[src/design/audio_rx_pkg.sv]
// constants and types for the stereo serial audio input port
// Summary of operation
// words are two's complement, most significant bit first
// left word precedes right word in every frame
// left-justified, I2S, DSP accept up to 24 bits, extra bits dropped silently
// right-justified length 16, 20 or 24 bits, 24 after power-up
// source gives exactly 64 bit clocks per frame in right-justified mode
// left-justified: word select high is left, rising edge, MSB without delay
// I2S is default: word select low is left, MSB one bit late
// right-justified: high is left, data starts 8, 12 or 16 bits late
// DSP: source pulses word select high one bit before each MSB
// DSP: data captured on falling bit clock edges, up to 24 bits
// DSP: source sends left with first pulse, then strict alternation
// word select toggles at sample rate, pulses at twice it in DSP
// bit clock 64 times word select, bursts allowed except right-justified
// boot period of 1024 clock cycles starts at reset release
// host makes no control access during the boot period
// mode field: 00 I2S, 01 right-justified, 10 DSP, 11 left-justified
// length field: 00 is 24, 01 is 20, 10 and 11 are 16 bits
// left and right word delivered together with one-cycle valid strobe; here SAMPLE_VALID_O is held until SAMPLE_READY_I
package audio_rx_pkg;
  localparam int WORD_BITS = 24;
  localparam int STEREO_BITS = 2 * WORD_BITS;
  localparam int FIFO_DEPTH = 8;
  localparam logic [1:0] MODE_I2S = 2'h0;
  localparam logic [1:0] MODE_RJ = 2'h1;
  localparam logic [1:0] MODE_DSP = 2'h2;
  localparam logic [1:0] MODE_LJ = 2'h3;
  localparam logic [1:0] WLEN_24 = 2'h0;
  localparam logic [1:0] WLEN_20 = 2'h1;
  localparam logic [5:0] LJ_START = 6'h00;
  localparam logic [5:0] I2S_START = 6'h01;
  localparam logic [5:0] DSP_START = 6'h00;
  localparam logic [5:0] RJ_START_24 = 6'h08;
  localparam logic [5:0] RJ_START_20 = 6'h0C;
  localparam logic [5:0] RJ_START_16 = 6'h10;
  localparam logic [5:0] LEN_24 = 6'h18;
  localparam logic [5:0] LEN_20 = 6'h14;
  localparam logic [5:0] LEN_16 = 6'h10;
  localparam logic [5:0] IDX_MAX = 6'h3F;
  localparam logic [10:0] BOOT_CYCLES = 11'h400;
  localparam int PIN_BCLK = 0;
  localparam int PIN_WS = 1;
  localparam int PIN_DATA = 2;

  typedef enum logic [1:0] {FMT_I2S, FMT_RJ, FMT_DSP, FMT_LJ} fmt_t;

  typedef struct packed {
    logic [WORD_BITS-1:0] left;
    logic [WORD_BITS-1:0] right;
  } stereo_t;
endpackage : audio_rx_pkg

[src/design/audio_serial_rx.sv]
// stereo serial audio input port with boot period and sample buffer
`timescale 1ns/1ps
`default_nettype none
module audio_serial_rx
  import audio_rx_pkg::*;
(
  input wire logic CLOCK_I,
  input wire logic RST_I,
  input wire logic BCLK_I,
  input wire logic WS_I,
  input wire logic SDATA_I,
  input wire logic [1:0] MODE_I,
  input wire logic [1:0] WORD_LEN_I,
  output logic BOOT_BUSY_O,
  output logic OVERRUN_O,
  output wire logic SAMPLE_VALID_O,
  output wire stereo_t SAMPLE_O,
  input wire logic SAMPLE_READY_I
);
  typedef struct packed {
    logic [2:0] sync1;
    logic [2:0] sync2;
    logic [2:0] sync3;
    logic [2:0] pins;
    logic [10:0] boot_cnt;
    logic busy;
    logic primed;
    logic active;
    logic ws_prev;
    logic cur_right;
    logic [5:0] idx;
    logic [WORD_BITS-1:0] word;
    logic [WORD_BITS-1:0] left_word;
    logic have_left;
    logic push;
    stereo_t push_data;
    logic overrun;
    logic [1:0] mode_prev;
  } rx_state_t;

  rx_state_t st;
  rx_state_t next_st;
  fmt_t fmt;
  logic fifo_ready;
  logic [2:0] agree;
  logic bclk_rise;
  logic bclk_fall;
  logic sample_edge;
  logic ws;
  logic data;
  logic [5:0] start;
  logic [5:0] len;
  logic finish;
  logic done_right;
  logic restart;
  logic capture_en;
  logic [5:0] cur_idx;
  logic [5:0] pos;
  logic [4:0] bit_at;
  logic [WORD_BITS-1:0] base_word;

  // mode field decode
  always_comb begin
    case (MODE_I)
      MODE_I2S: fmt = FMT_I2S;
      MODE_RJ: fmt = FMT_RJ;
      MODE_DSP: fmt = FMT_DSP;
      MODE_LJ: fmt = FMT_LJ;
      default: fmt = FMT_I2S;
    endcase
  end

  // first data bit position and word length per format
  always_comb begin
    case (fmt)
      FMT_I2S: begin
        // MSB one bit late
        start = I2S_START;
        // cut after 24 bits
        len = LEN_24;
      end
      FMT_LJ: begin
        // MSB without delay
        start = LJ_START;
        len = LEN_24;
      end
      FMT_DSP: begin
        // up to 24 bits
        start = DSP_START;
        len = LEN_24;
      end
      FMT_RJ: begin
        // length field decode
        case (WORD_LEN_I)
          WLEN_24: begin
            // start offset per length
            start = RJ_START_24;
            // selectable length
            len = LEN_24;
          end
          WLEN_20: begin
            start = RJ_START_20;
            len = LEN_20;
          end
          default: begin
            start = RJ_START_16;
            len = LEN_16;
          end
        endcase
      end
      default: begin
        start = I2S_START;
        len = LEN_24;
      end
    endcase
  end

  always_comb begin
    next_st = st;
    next_st.push = 1'b0;
    next_st.overrun = 1'b0;
    next_st.mode_prev = MODE_I;
    // three-stage pin sampling, accept when stages two and three agree
    next_st.sync1 = {SDATA_I, WS_I, BCLK_I};
    next_st.sync2 = st.sync1;
    next_st.sync3 = st.sync2;
    agree = ~(st.sync2 ^ st.sync3);
    next_st.pins = (agree & st.sync3) | (~agree & st.pins);
    bclk_rise = next_st.pins[PIN_BCLK] & ~st.pins[PIN_BCLK];
    bclk_fall = ~next_st.pins[PIN_BCLK] & st.pins[PIN_BCLK];
    ws = next_st.pins[PIN_WS];
    data = next_st.pins[PIN_DATA];
    // falling edge in DSP, else rising
    sample_edge = (fmt == FMT_DSP) ? bclk_fall : bclk_rise;
    finish = 1'b0;
    done_right = 1'b0;
    restart = 1'b0;
    capture_en = 1'b0;
    if (fmt == FMT_DSP) begin
      // first pulse opens left, then alternate
      finish = ws & ~st.ws_prev & st.active;
      done_right = st.cur_right;
      restart = ws;
      capture_en = ~ws & st.active;
    end else begin
      finish = (ws != st.ws_prev) & st.active;
      // high is left in left- and right-justified
      done_right = ~st.ws_prev;
      if (fmt == FMT_I2S) begin
        // low is left in I2S
        done_right = st.ws_prev;
      end
      restart = (ws != st.ws_prev);
      capture_en = st.active | restart;
    end
    cur_idx = restart ? 6'h00 : st.idx;
    base_word = restart ? '0 : st.word;
    pos = cur_idx - start;
    bit_at = 5'(WORD_BITS - 1) - pos[4:0];
    // boot period count
    if (st.busy) begin
      next_st.boot_cnt = st.boot_cnt + 1'b1;
      if (st.boot_cnt == BOOT_CYCLES - 11'h001) begin
        next_st.busy = 1'b0;
      end
      next_st.primed = 1'b0;
      next_st.active = 1'b0;
      next_st.have_left = 1'b0;
      next_st.cur_right = 1'b0;
      next_st.word = '0;
      next_st.left_word = '0;
    end else if (MODE_I != st.mode_prev) begin
      next_st.primed = 1'b0;
      next_st.active = 1'b0;
      next_st.have_left = 1'b0;
      next_st.cur_right = 1'b0;
    end else if (sample_edge) begin
      next_st.ws_prev = ws;
      next_st.primed = 1'b1;
      if (st.primed) begin
        // left held, right completes the pair
        if (finish) begin
          if (!done_right) begin
            next_st.left_word = st.word;
            next_st.have_left = 1'b1;
          end else if (st.have_left) begin
            next_st.have_left = 1'b0;
            // pair pushed with one-cycle strobe
            next_st.push = 1'b1;
            next_st.push_data.left = st.left_word;
            next_st.push_data.right = st.word;
          end
          if (fmt == FMT_DSP) begin
            next_st.cur_right = ~st.cur_right;
          end
        end
        if (fmt == FMT_DSP) begin
          if (ws && !st.ws_prev) begin
            next_st.active = 1'b1;
          end
        end else if (restart) begin
          next_st.active = 1'b1;
        end
        // MSB first into top bit
        next_st.word = base_word;
        if (capture_en && (cur_idx >= start) && (pos < len)) begin
          next_st.word[bit_at] = data;
        end
        // dsp index counts from first low bit
        if ((fmt == FMT_DSP) && ws) begin
          next_st.idx = 6'h00;
        end else begin
          // index saturates for burst clocks
          next_st.idx = (cur_idx == IDX_MAX) ? IDX_MAX : cur_idx + 6'h01;
        end
      end
    end
    // dropped pair when buffer refuses
    if (st.push && !fifo_ready) begin
      next_st.overrun = 1'b1;
    end
  end

  always_ff @(posedge CLOCK_I) begin
    if (RST_I) begin
      st <= '0;
      st.busy <= 1'b1;
    end else begin
      st <= next_st;
    end
  end

  assign BOOT_BUSY_O = st.busy;
  assign OVERRUN_O = st.overrun;

  sample_fifo #(
    .WIDTH(STEREO_BITS),
    .DEPTH(FIFO_DEPTH)
  ) u_sample_fifo (
    .clock_i(CLOCK_I),
    .rst_i(RST_I),
    .in_valid_i(st.push),
    .in_data_i(st.push_data),
    .in_ready_o(fifo_ready),
    .out_valid_o(SAMPLE_VALID_O),
    .out_data_o(SAMPLE_O),
    .out_ready_i(SAMPLE_READY_I)
  );
endmodule : audio_serial_rx
`default_nettype wire

[src/design/sample_fifo.sv]
// first-in first-out buffer with registered output stage
`timescale 1ns/1ps
`default_nettype none
module sample_fifo #(
  parameter int WIDTH = 48,
  parameter int DEPTH = 8
) (
  input wire logic clock_i,
  input wire logic rst_i,
  input wire logic in_valid_i,
  input wire logic [WIDTH-1:0] in_data_i,
  output logic in_ready_o,
  output logic out_valid_o,
  output logic [WIDTH-1:0] out_data_o,
  input wire logic out_ready_i
);
  localparam int AW = $clog2(DEPTH);

  typedef struct packed {
    logic [DEPTH-1:0][WIDTH-1:0] mem;
    logic [AW:0] wr;
    logic [AW:0] rd;
    logic out_valid;
    logic [WIDTH-1:0] out_data;
  } fifo_state_t;

  fifo_state_t st;
  fifo_state_t next_st;
  logic [AW:0] count;
  logic full;
  logic empty;

  assign count = st.wr - st.rd;
  assign full = (count == (AW+1)'(DEPTH));
  assign empty = (st.wr == st.rd);
  assign in_ready_o = ~full;
  assign out_valid_o = st.out_valid;
  assign out_data_o = st.out_data;

  always_comb begin
    next_st = st;
    // store on the filling side
    if (in_valid_i && !full) begin
      next_st.mem[st.wr[AW-1:0]] = in_data_i;
      next_st.wr = st.wr + 1'b1;
    end
    // drain into output register
    if (st.out_valid && out_ready_i) begin
      next_st.out_valid = 1'b0;
    end
    if (!empty && (!st.out_valid || out_ready_i)) begin
      next_st.out_data = st.mem[st.rd[AW-1:0]];
      next_st.out_valid = 1'b1;
      next_st.rd = st.rd + 1'b1;
    end
  end

  always_ff @(posedge clock_i) begin
    if (rst_i) begin
      st <= '0;
    end else begin
      st <= next_st;
    end
  end
endmodule : sample_fifo
`default_nettype wire

[config.mk]
export PLATFORM = sky130hd
export DESIGN_NAME = audio_serial_rx
export DESIGN_NICKNAME = d
export VERILOG_FILES = /design/src/design/audio_rx_pkg.sv /design/src/design/audio_serial_rx.sv /design/src/design/sample_fifo.sv
export SDC_FILE = /design/constraint.sdc
export NUM_CORES = 1
export LEC_CHECK = 0
export ABC_AREA = 1
export BUFFER_PORTS_ARGS = -buffer_cell sky130_fd_sc_hd__buf_2
export CELL_PAD_IN_SITES_DETAIL_PLACEMENT = 1
export CELL_PAD_IN_SITES_GLOBAL_PLACEMENT = 1
export CORE_MARGIN = 2
export CORE_UTILIZATION = 46
export CTS_CLUSTER_SIZE = 30
export DETAILED_ROUTE_END_ITERATION = 10
export PLACE_DENSITY = 0.77
export SLEW_MARGIN = 20
export SYNTH_ARGS = -nofsm -noshare
export SYNTH_HDL_FRONTEND = slang
export SYNTH_SLANG_ARGS = --single-unit
[constraint.sdc]
create_clock -name CLOCK_I -period 4.7 [get_ports CLOCK_I]
set_clock_uncertainty 0.2 [all_clocks]
set_input_delay 0.235 -clock CLOCK_I [delete_from_list [all_inputs] [get_ports CLOCK_I]]
set_output_delay 0.235 -clock CLOCK_I [all_outputs]
set_load 0.005 [all_outputs]
==> qor.log <==
qor: status.run_status complete, no violations
qor: worst_setup_path.crit-reg2reg-launch next_st[127]
qor: final_layout.seqCellArea 11,500 sq um
qor: logic_synthesis.yosys_most_used_dff sky130_fd_sc_hd__dfxtp_1
qor: floorplanning.area_of_the_die 55,600 sq um
qor: logic_synthesis.syn_inst 3,353
qor: final_layout.fill_cells 6,606
qor: timing.fin_crit 4.29 ns
qor: timing.worstMarginPinSlew 1.20 ns
qor: worst_setup_path.worst-path-max-fanout 48
qor: timing.max_clock_freq 233 MHz
qor: clock_tree.clockRootBuffer sky130_fd_sc_hd__clkbuf_16
qor: power.p_per_area 477 nW/um^2
qor: worst_setup_path.cpLargestDelayFamily simple AND/OR/NAND/NOR gates
qor: worst_setup_path.worst_path_max_delay_cell sky130_fd_sc_hd__dfxtp_1
qor: final_layout.mostFrequentLayoutCells sky130_fd_sc_hd__o21ai_0 (619), sky130_fd_sc_hd__a21oi_1 (579), sky130_fd_sc_hd__dfxtp_1 (573), sky130_fd_sc_hd__inv_1 (449), sky130_fd_sc_hd__nand2_1 (266)
qor: logic_synthesis.syn_nets 3,377
qor: clock_tree.clk_pin_slew 0.06 ns
qor: global_routing.grt_antenna_before_repair 0
qor: clock_tree.clock_latency 0.63 ns
qor: detailed_routing.starting_drc_count_in_detailed_routing 1,196
qor: floorplanning.row_count 84
qor: power.ir_worst_vdd 0.000456 V
qor: worst_setup_path.type_of_the_worst_setup_path reg2reg
qor: detailed_routing.detail_route.vias_per_cell 5.68
qor: logic_synthesis.synth_async_sr_flop_share 0%
qor: timing.setup-violations-final 0
qor: logic_synthesis.synth.lib_cells_used.distinct 32
qor: worst_setup_path.critPathBufInv 6
qor: floorplanning.boundaryPins 61
qor: timing.post-route-period-util 91.3%
qor: worst_setup_path.timing.critical_path.from next_st[127]
qor: final_layout.antenna-diode-count 0
qor: detailed_routing.drt_drc_violations_left 0
qor: clock_tree.longest_clk_path_bufs 3
qor: logic_synthesis.number_of_flops_mapped_to_enable_cells_by_yosys 0
qor: floorplanning.start_util 46.7%
qor: worst_setup_path.destination_of_the_worst_register_to_register_timing_path st[81]
qor: global_routing.grt_start_max_net_pins 203
qor: worst_setup_path.worstRegToRegCells 28
qor: logic_synthesis.synth_sequential_area_ratio 46.7%
qor: detailed_routing.drtAntennaViolNets 0
qor: logic_synthesis.synth_largest_type_area_fraction 46.7%
qor: timing.rsz0062_at_grt no
qor: floorplanning.die_span_in_y 236 um
qor: logic_synthesis.synth_warnings 0
qor: logic_synthesis.synth.cell_area 24,700 sq um
qor: placed_design.port_buffer_cells 60
qor: worst_hold_path.worstHoldStart next_st[129]
qor: clock_tree.cts_tree done
qor: timing.finalSetupTns 0 ns
qor: global_routing.global_route_wire_length_before_repair 122,000 um
qor: worst_setup_path.crit_path_start_kind register
qor: detailed_routing.drt-pass1-iter-count 5
qor: clock_tree.cts_num_sinks 576
qor: final_layout.flow.area_growth_from_synthesis 9.46%
qor: clock_tree.post_cts.repair.setup_buffers 0
qor: final_layout.leading_cell_type_in_the_layout_fill_and_taps_excluded sky130_fd_sc_hd__o21ai_0
qor: clock_tree.cts_inserted_buffers 61
qor: final_layout.multiInputGateArea 10,100 sq um
qor: logic_synthesis.synth_area_per_cell 7.37 sq um
qor: final_layout.fin_util 51.2%
qor: worst_setup_path.timing.critical_path.to_type register
qor: final_layout.final_nets 3,241
qor: placed_design.post_detailed_placement_half_perimeter_wirelength 42,900 um
qor: detailed_routing.dr_wl_cell 19.0 um
qor: floorplanning.core_region_area 52,900 sq um
qor: power.power.leakage 0.00950 uW
qor: global_routing.grt_pass1_vias 23,300
qor: global_routing.aggregate_global_route_resource_usage 26.6%
qor: timing.timing.max_slew.rel_slack 20.1%
qor: logic_synthesis.ys_seq_elements 576
qor: worst_hold_path.hold_class reg2reg
qor: worst_setup_path.worst_ep_arrival_time 4.65 ns
qor: job.maxCapViolations 0
qor: clock_tree.htree_num_levels 2
qor: floorplanning.die-width 236 um
qor: placed_design.place_congestion 0.801
qor: detailed_routing.num_vias 22,400
qor: worst_hold_path.worst_hold_path.num_cells 2
qor: global_routing.grt.overflow.total 0
qor: logic_synthesis.synth.top_cells.by_area sky130_fd_sc_hd__dfxtp_1 (47%), sky130_fd_sc_hd__o21ai_0 (13%), sky130_fd_sc_hd__a21oi_1 (12%), sky130_fd_sc_hd__inv_1 (6.8%), sky130_fd_sc_hd__nand2_1 (4.0%)
qor: detailed_routing.wirelength 75,000 um
qor: worst_setup_path.worst-r2r-setup-slack 0.41 ns
qor: final_layout.layout-drive-gt1-share 6.77%
qor: worst_setup_path.crit_required 5.05 ns
qor: worst_setup_path.critical_path_max_stage_delay 0.31 ns
qor: timing.final-max-slew-violation-count 0
qor: timing.final_hold_viol_count 0
qor: worst_setup_path.critical_path.most_common_cell sky130_fd_sc_hd__nand2_1
qor: logic_synthesis.netlist.top_cell.by_area sky130_fd_sc_hd__dfxtp_1
qor: worst_hold_path.hold-path-endpoint next_st[126]
-- per-layer routing --
metal / routed length (um) / track usage [%] / up-vias
li1: - / - / 10800
met1: 33700 / 33.1 / 11200
met2: 37300 / 48.4 / 300
met3: 2440 / 3.44 / 100
met4: 1500 / 7.12 / 0
met5: 0 / 0 / -
-- state kept, by name, indices dropped and copies added, names as in the netlist --
register / flops
BOOT_BUSY_O: 1
u_sample_fifo.st: 392
OVERRUN_O: 1
u_sample_fifo.out_valid_o: 1
st: 127
u_sample_fifo.out_data_o: 48
next_st: 6
-- report_power, final --
group	internal, uW	total, uW	switching (uW)
registers	5130	5320	188
logic	777	2750	1970
clock network	2840	4840	2000
total	8750	12900	4160
-- through the flow --
stage / instances / setup WS [ns] / area [sq um] / power (uW) / hold slack (ns)
global placement: 3830 / 0.695 / 24900 / 8070 / 0.200
floorplan: 3353 / 1.19 / 24700 / 7390 / 0.142
CTS: 3952 / 0.324 / 27000 / 13000 / 0.207
detailed placement: 3830 / 0.358 / 24900 / 8150 / 0.198
global route: 3952 / 0.0120 / 27000 / 13500 / 0.222
finish: 3952 / 0.407 / 27000 / 12900 / 0.203
-- how the worst max path moves through the flow --
stage,endpoint,cells past startpoint
final,st[81],28
after global routing,st[80],28
after CTS,st[80],28
after detailed placement,st[80],28
after global placement,st[100],27
after floorplan,st[80],27
-- cell usage after synthesis, types with 2 or more instances --
| master | instances |
|---|---|
| sky130_fd_sc_hd__a21oi_1 | 579 |
| sky130_fd_sc_hd__nor2_2 | 5 |
| sky130_fd_sc_hd__clkinv_1 | 3 |
| sky130_fd_sc_hd__ha_1 | 14 |
| sky130_fd_sc_hd__xor2_1 | 10 |
| sky130_fd_sc_hd__o2111ai_1 | 93 |
| sky130_fd_sc_hd__inv_2 | 9 |
| sky130_fd_sc_hd__clkbuf_1 | 193 |
| sky130_fd_sc_hd__buf_6 | 3 |
| sky130_fd_sc_hd__buf_4 | 50 |
| sky130_fd_sc_hd__buf_2 | 48 |
| sky130_fd_sc_hd__o21ai_1 | 7 |
| sky130_fd_sc_hd__buf_1 | 12 |
| sky130_fd_sc_hd__dfxtp_1 | 576 |
| sky130_fd_sc_hd__inv_1 | 450 |
| sky130_fd_sc_hd__nand4_1 | 11 |
| sky130_fd_sc_hd__nand3_1 | 162 |
| sky130_fd_sc_hd__nor2_4 | 2 |
| sky130_fd_sc_hd__nand3_2 | 4 |
| sky130_fd_sc_hd__clkbuf_2 | 2 |
| sky130_fd_sc_hd__nand2_1 | 266 |
| sky130_fd_sc_hd__xnor2_1 | 4 |
| sky130_fd_sc_hd__nor2_1 | 216 |
| sky130_fd_sc_hd__o21ai_0 | 619 |
| sky130_fd_sc_hd__nor3_1 | 8 |
-- layout make-up --
cell class	count	share of cell area [%]
clock inverter	7	0.250
inverter	462	6.45
clock buffer	103	7.20
sequential	576	42.7
timing repair buffer	109	3.02
multi-input combinational	2007	37.2
tap	688	3.18
-- cells by family (layout without fill, tap and decap cells) --
group,after synthesis,count (layout),synth area share [%]
compound gates,1301,1301,27.8
buf+inv,770,681,12.8
simple gates,678,678,11.5
flops,576,576,46.7
fa+ha+maj,14,14,0.709
xor+xnor,14,14,0.496
-- worst min-delay path, stage by stage, from the launching register on --
cell and delay [ns]:
sky130_fd_sc_hd__dfxtp_1 0.29, sky130_fd_sc_hd__inv_1 0.04, sky130_fd_sc_hd__nor2_1 0.03
-- timing repair --
item	CTS	global route
endpoints found under the hold margin	28	0
endpoints found under the setup margin	0	24
gates resized for setup	0	2
hold buffers	12	0
Note: power is estimated with default switching activity, not from simulation.
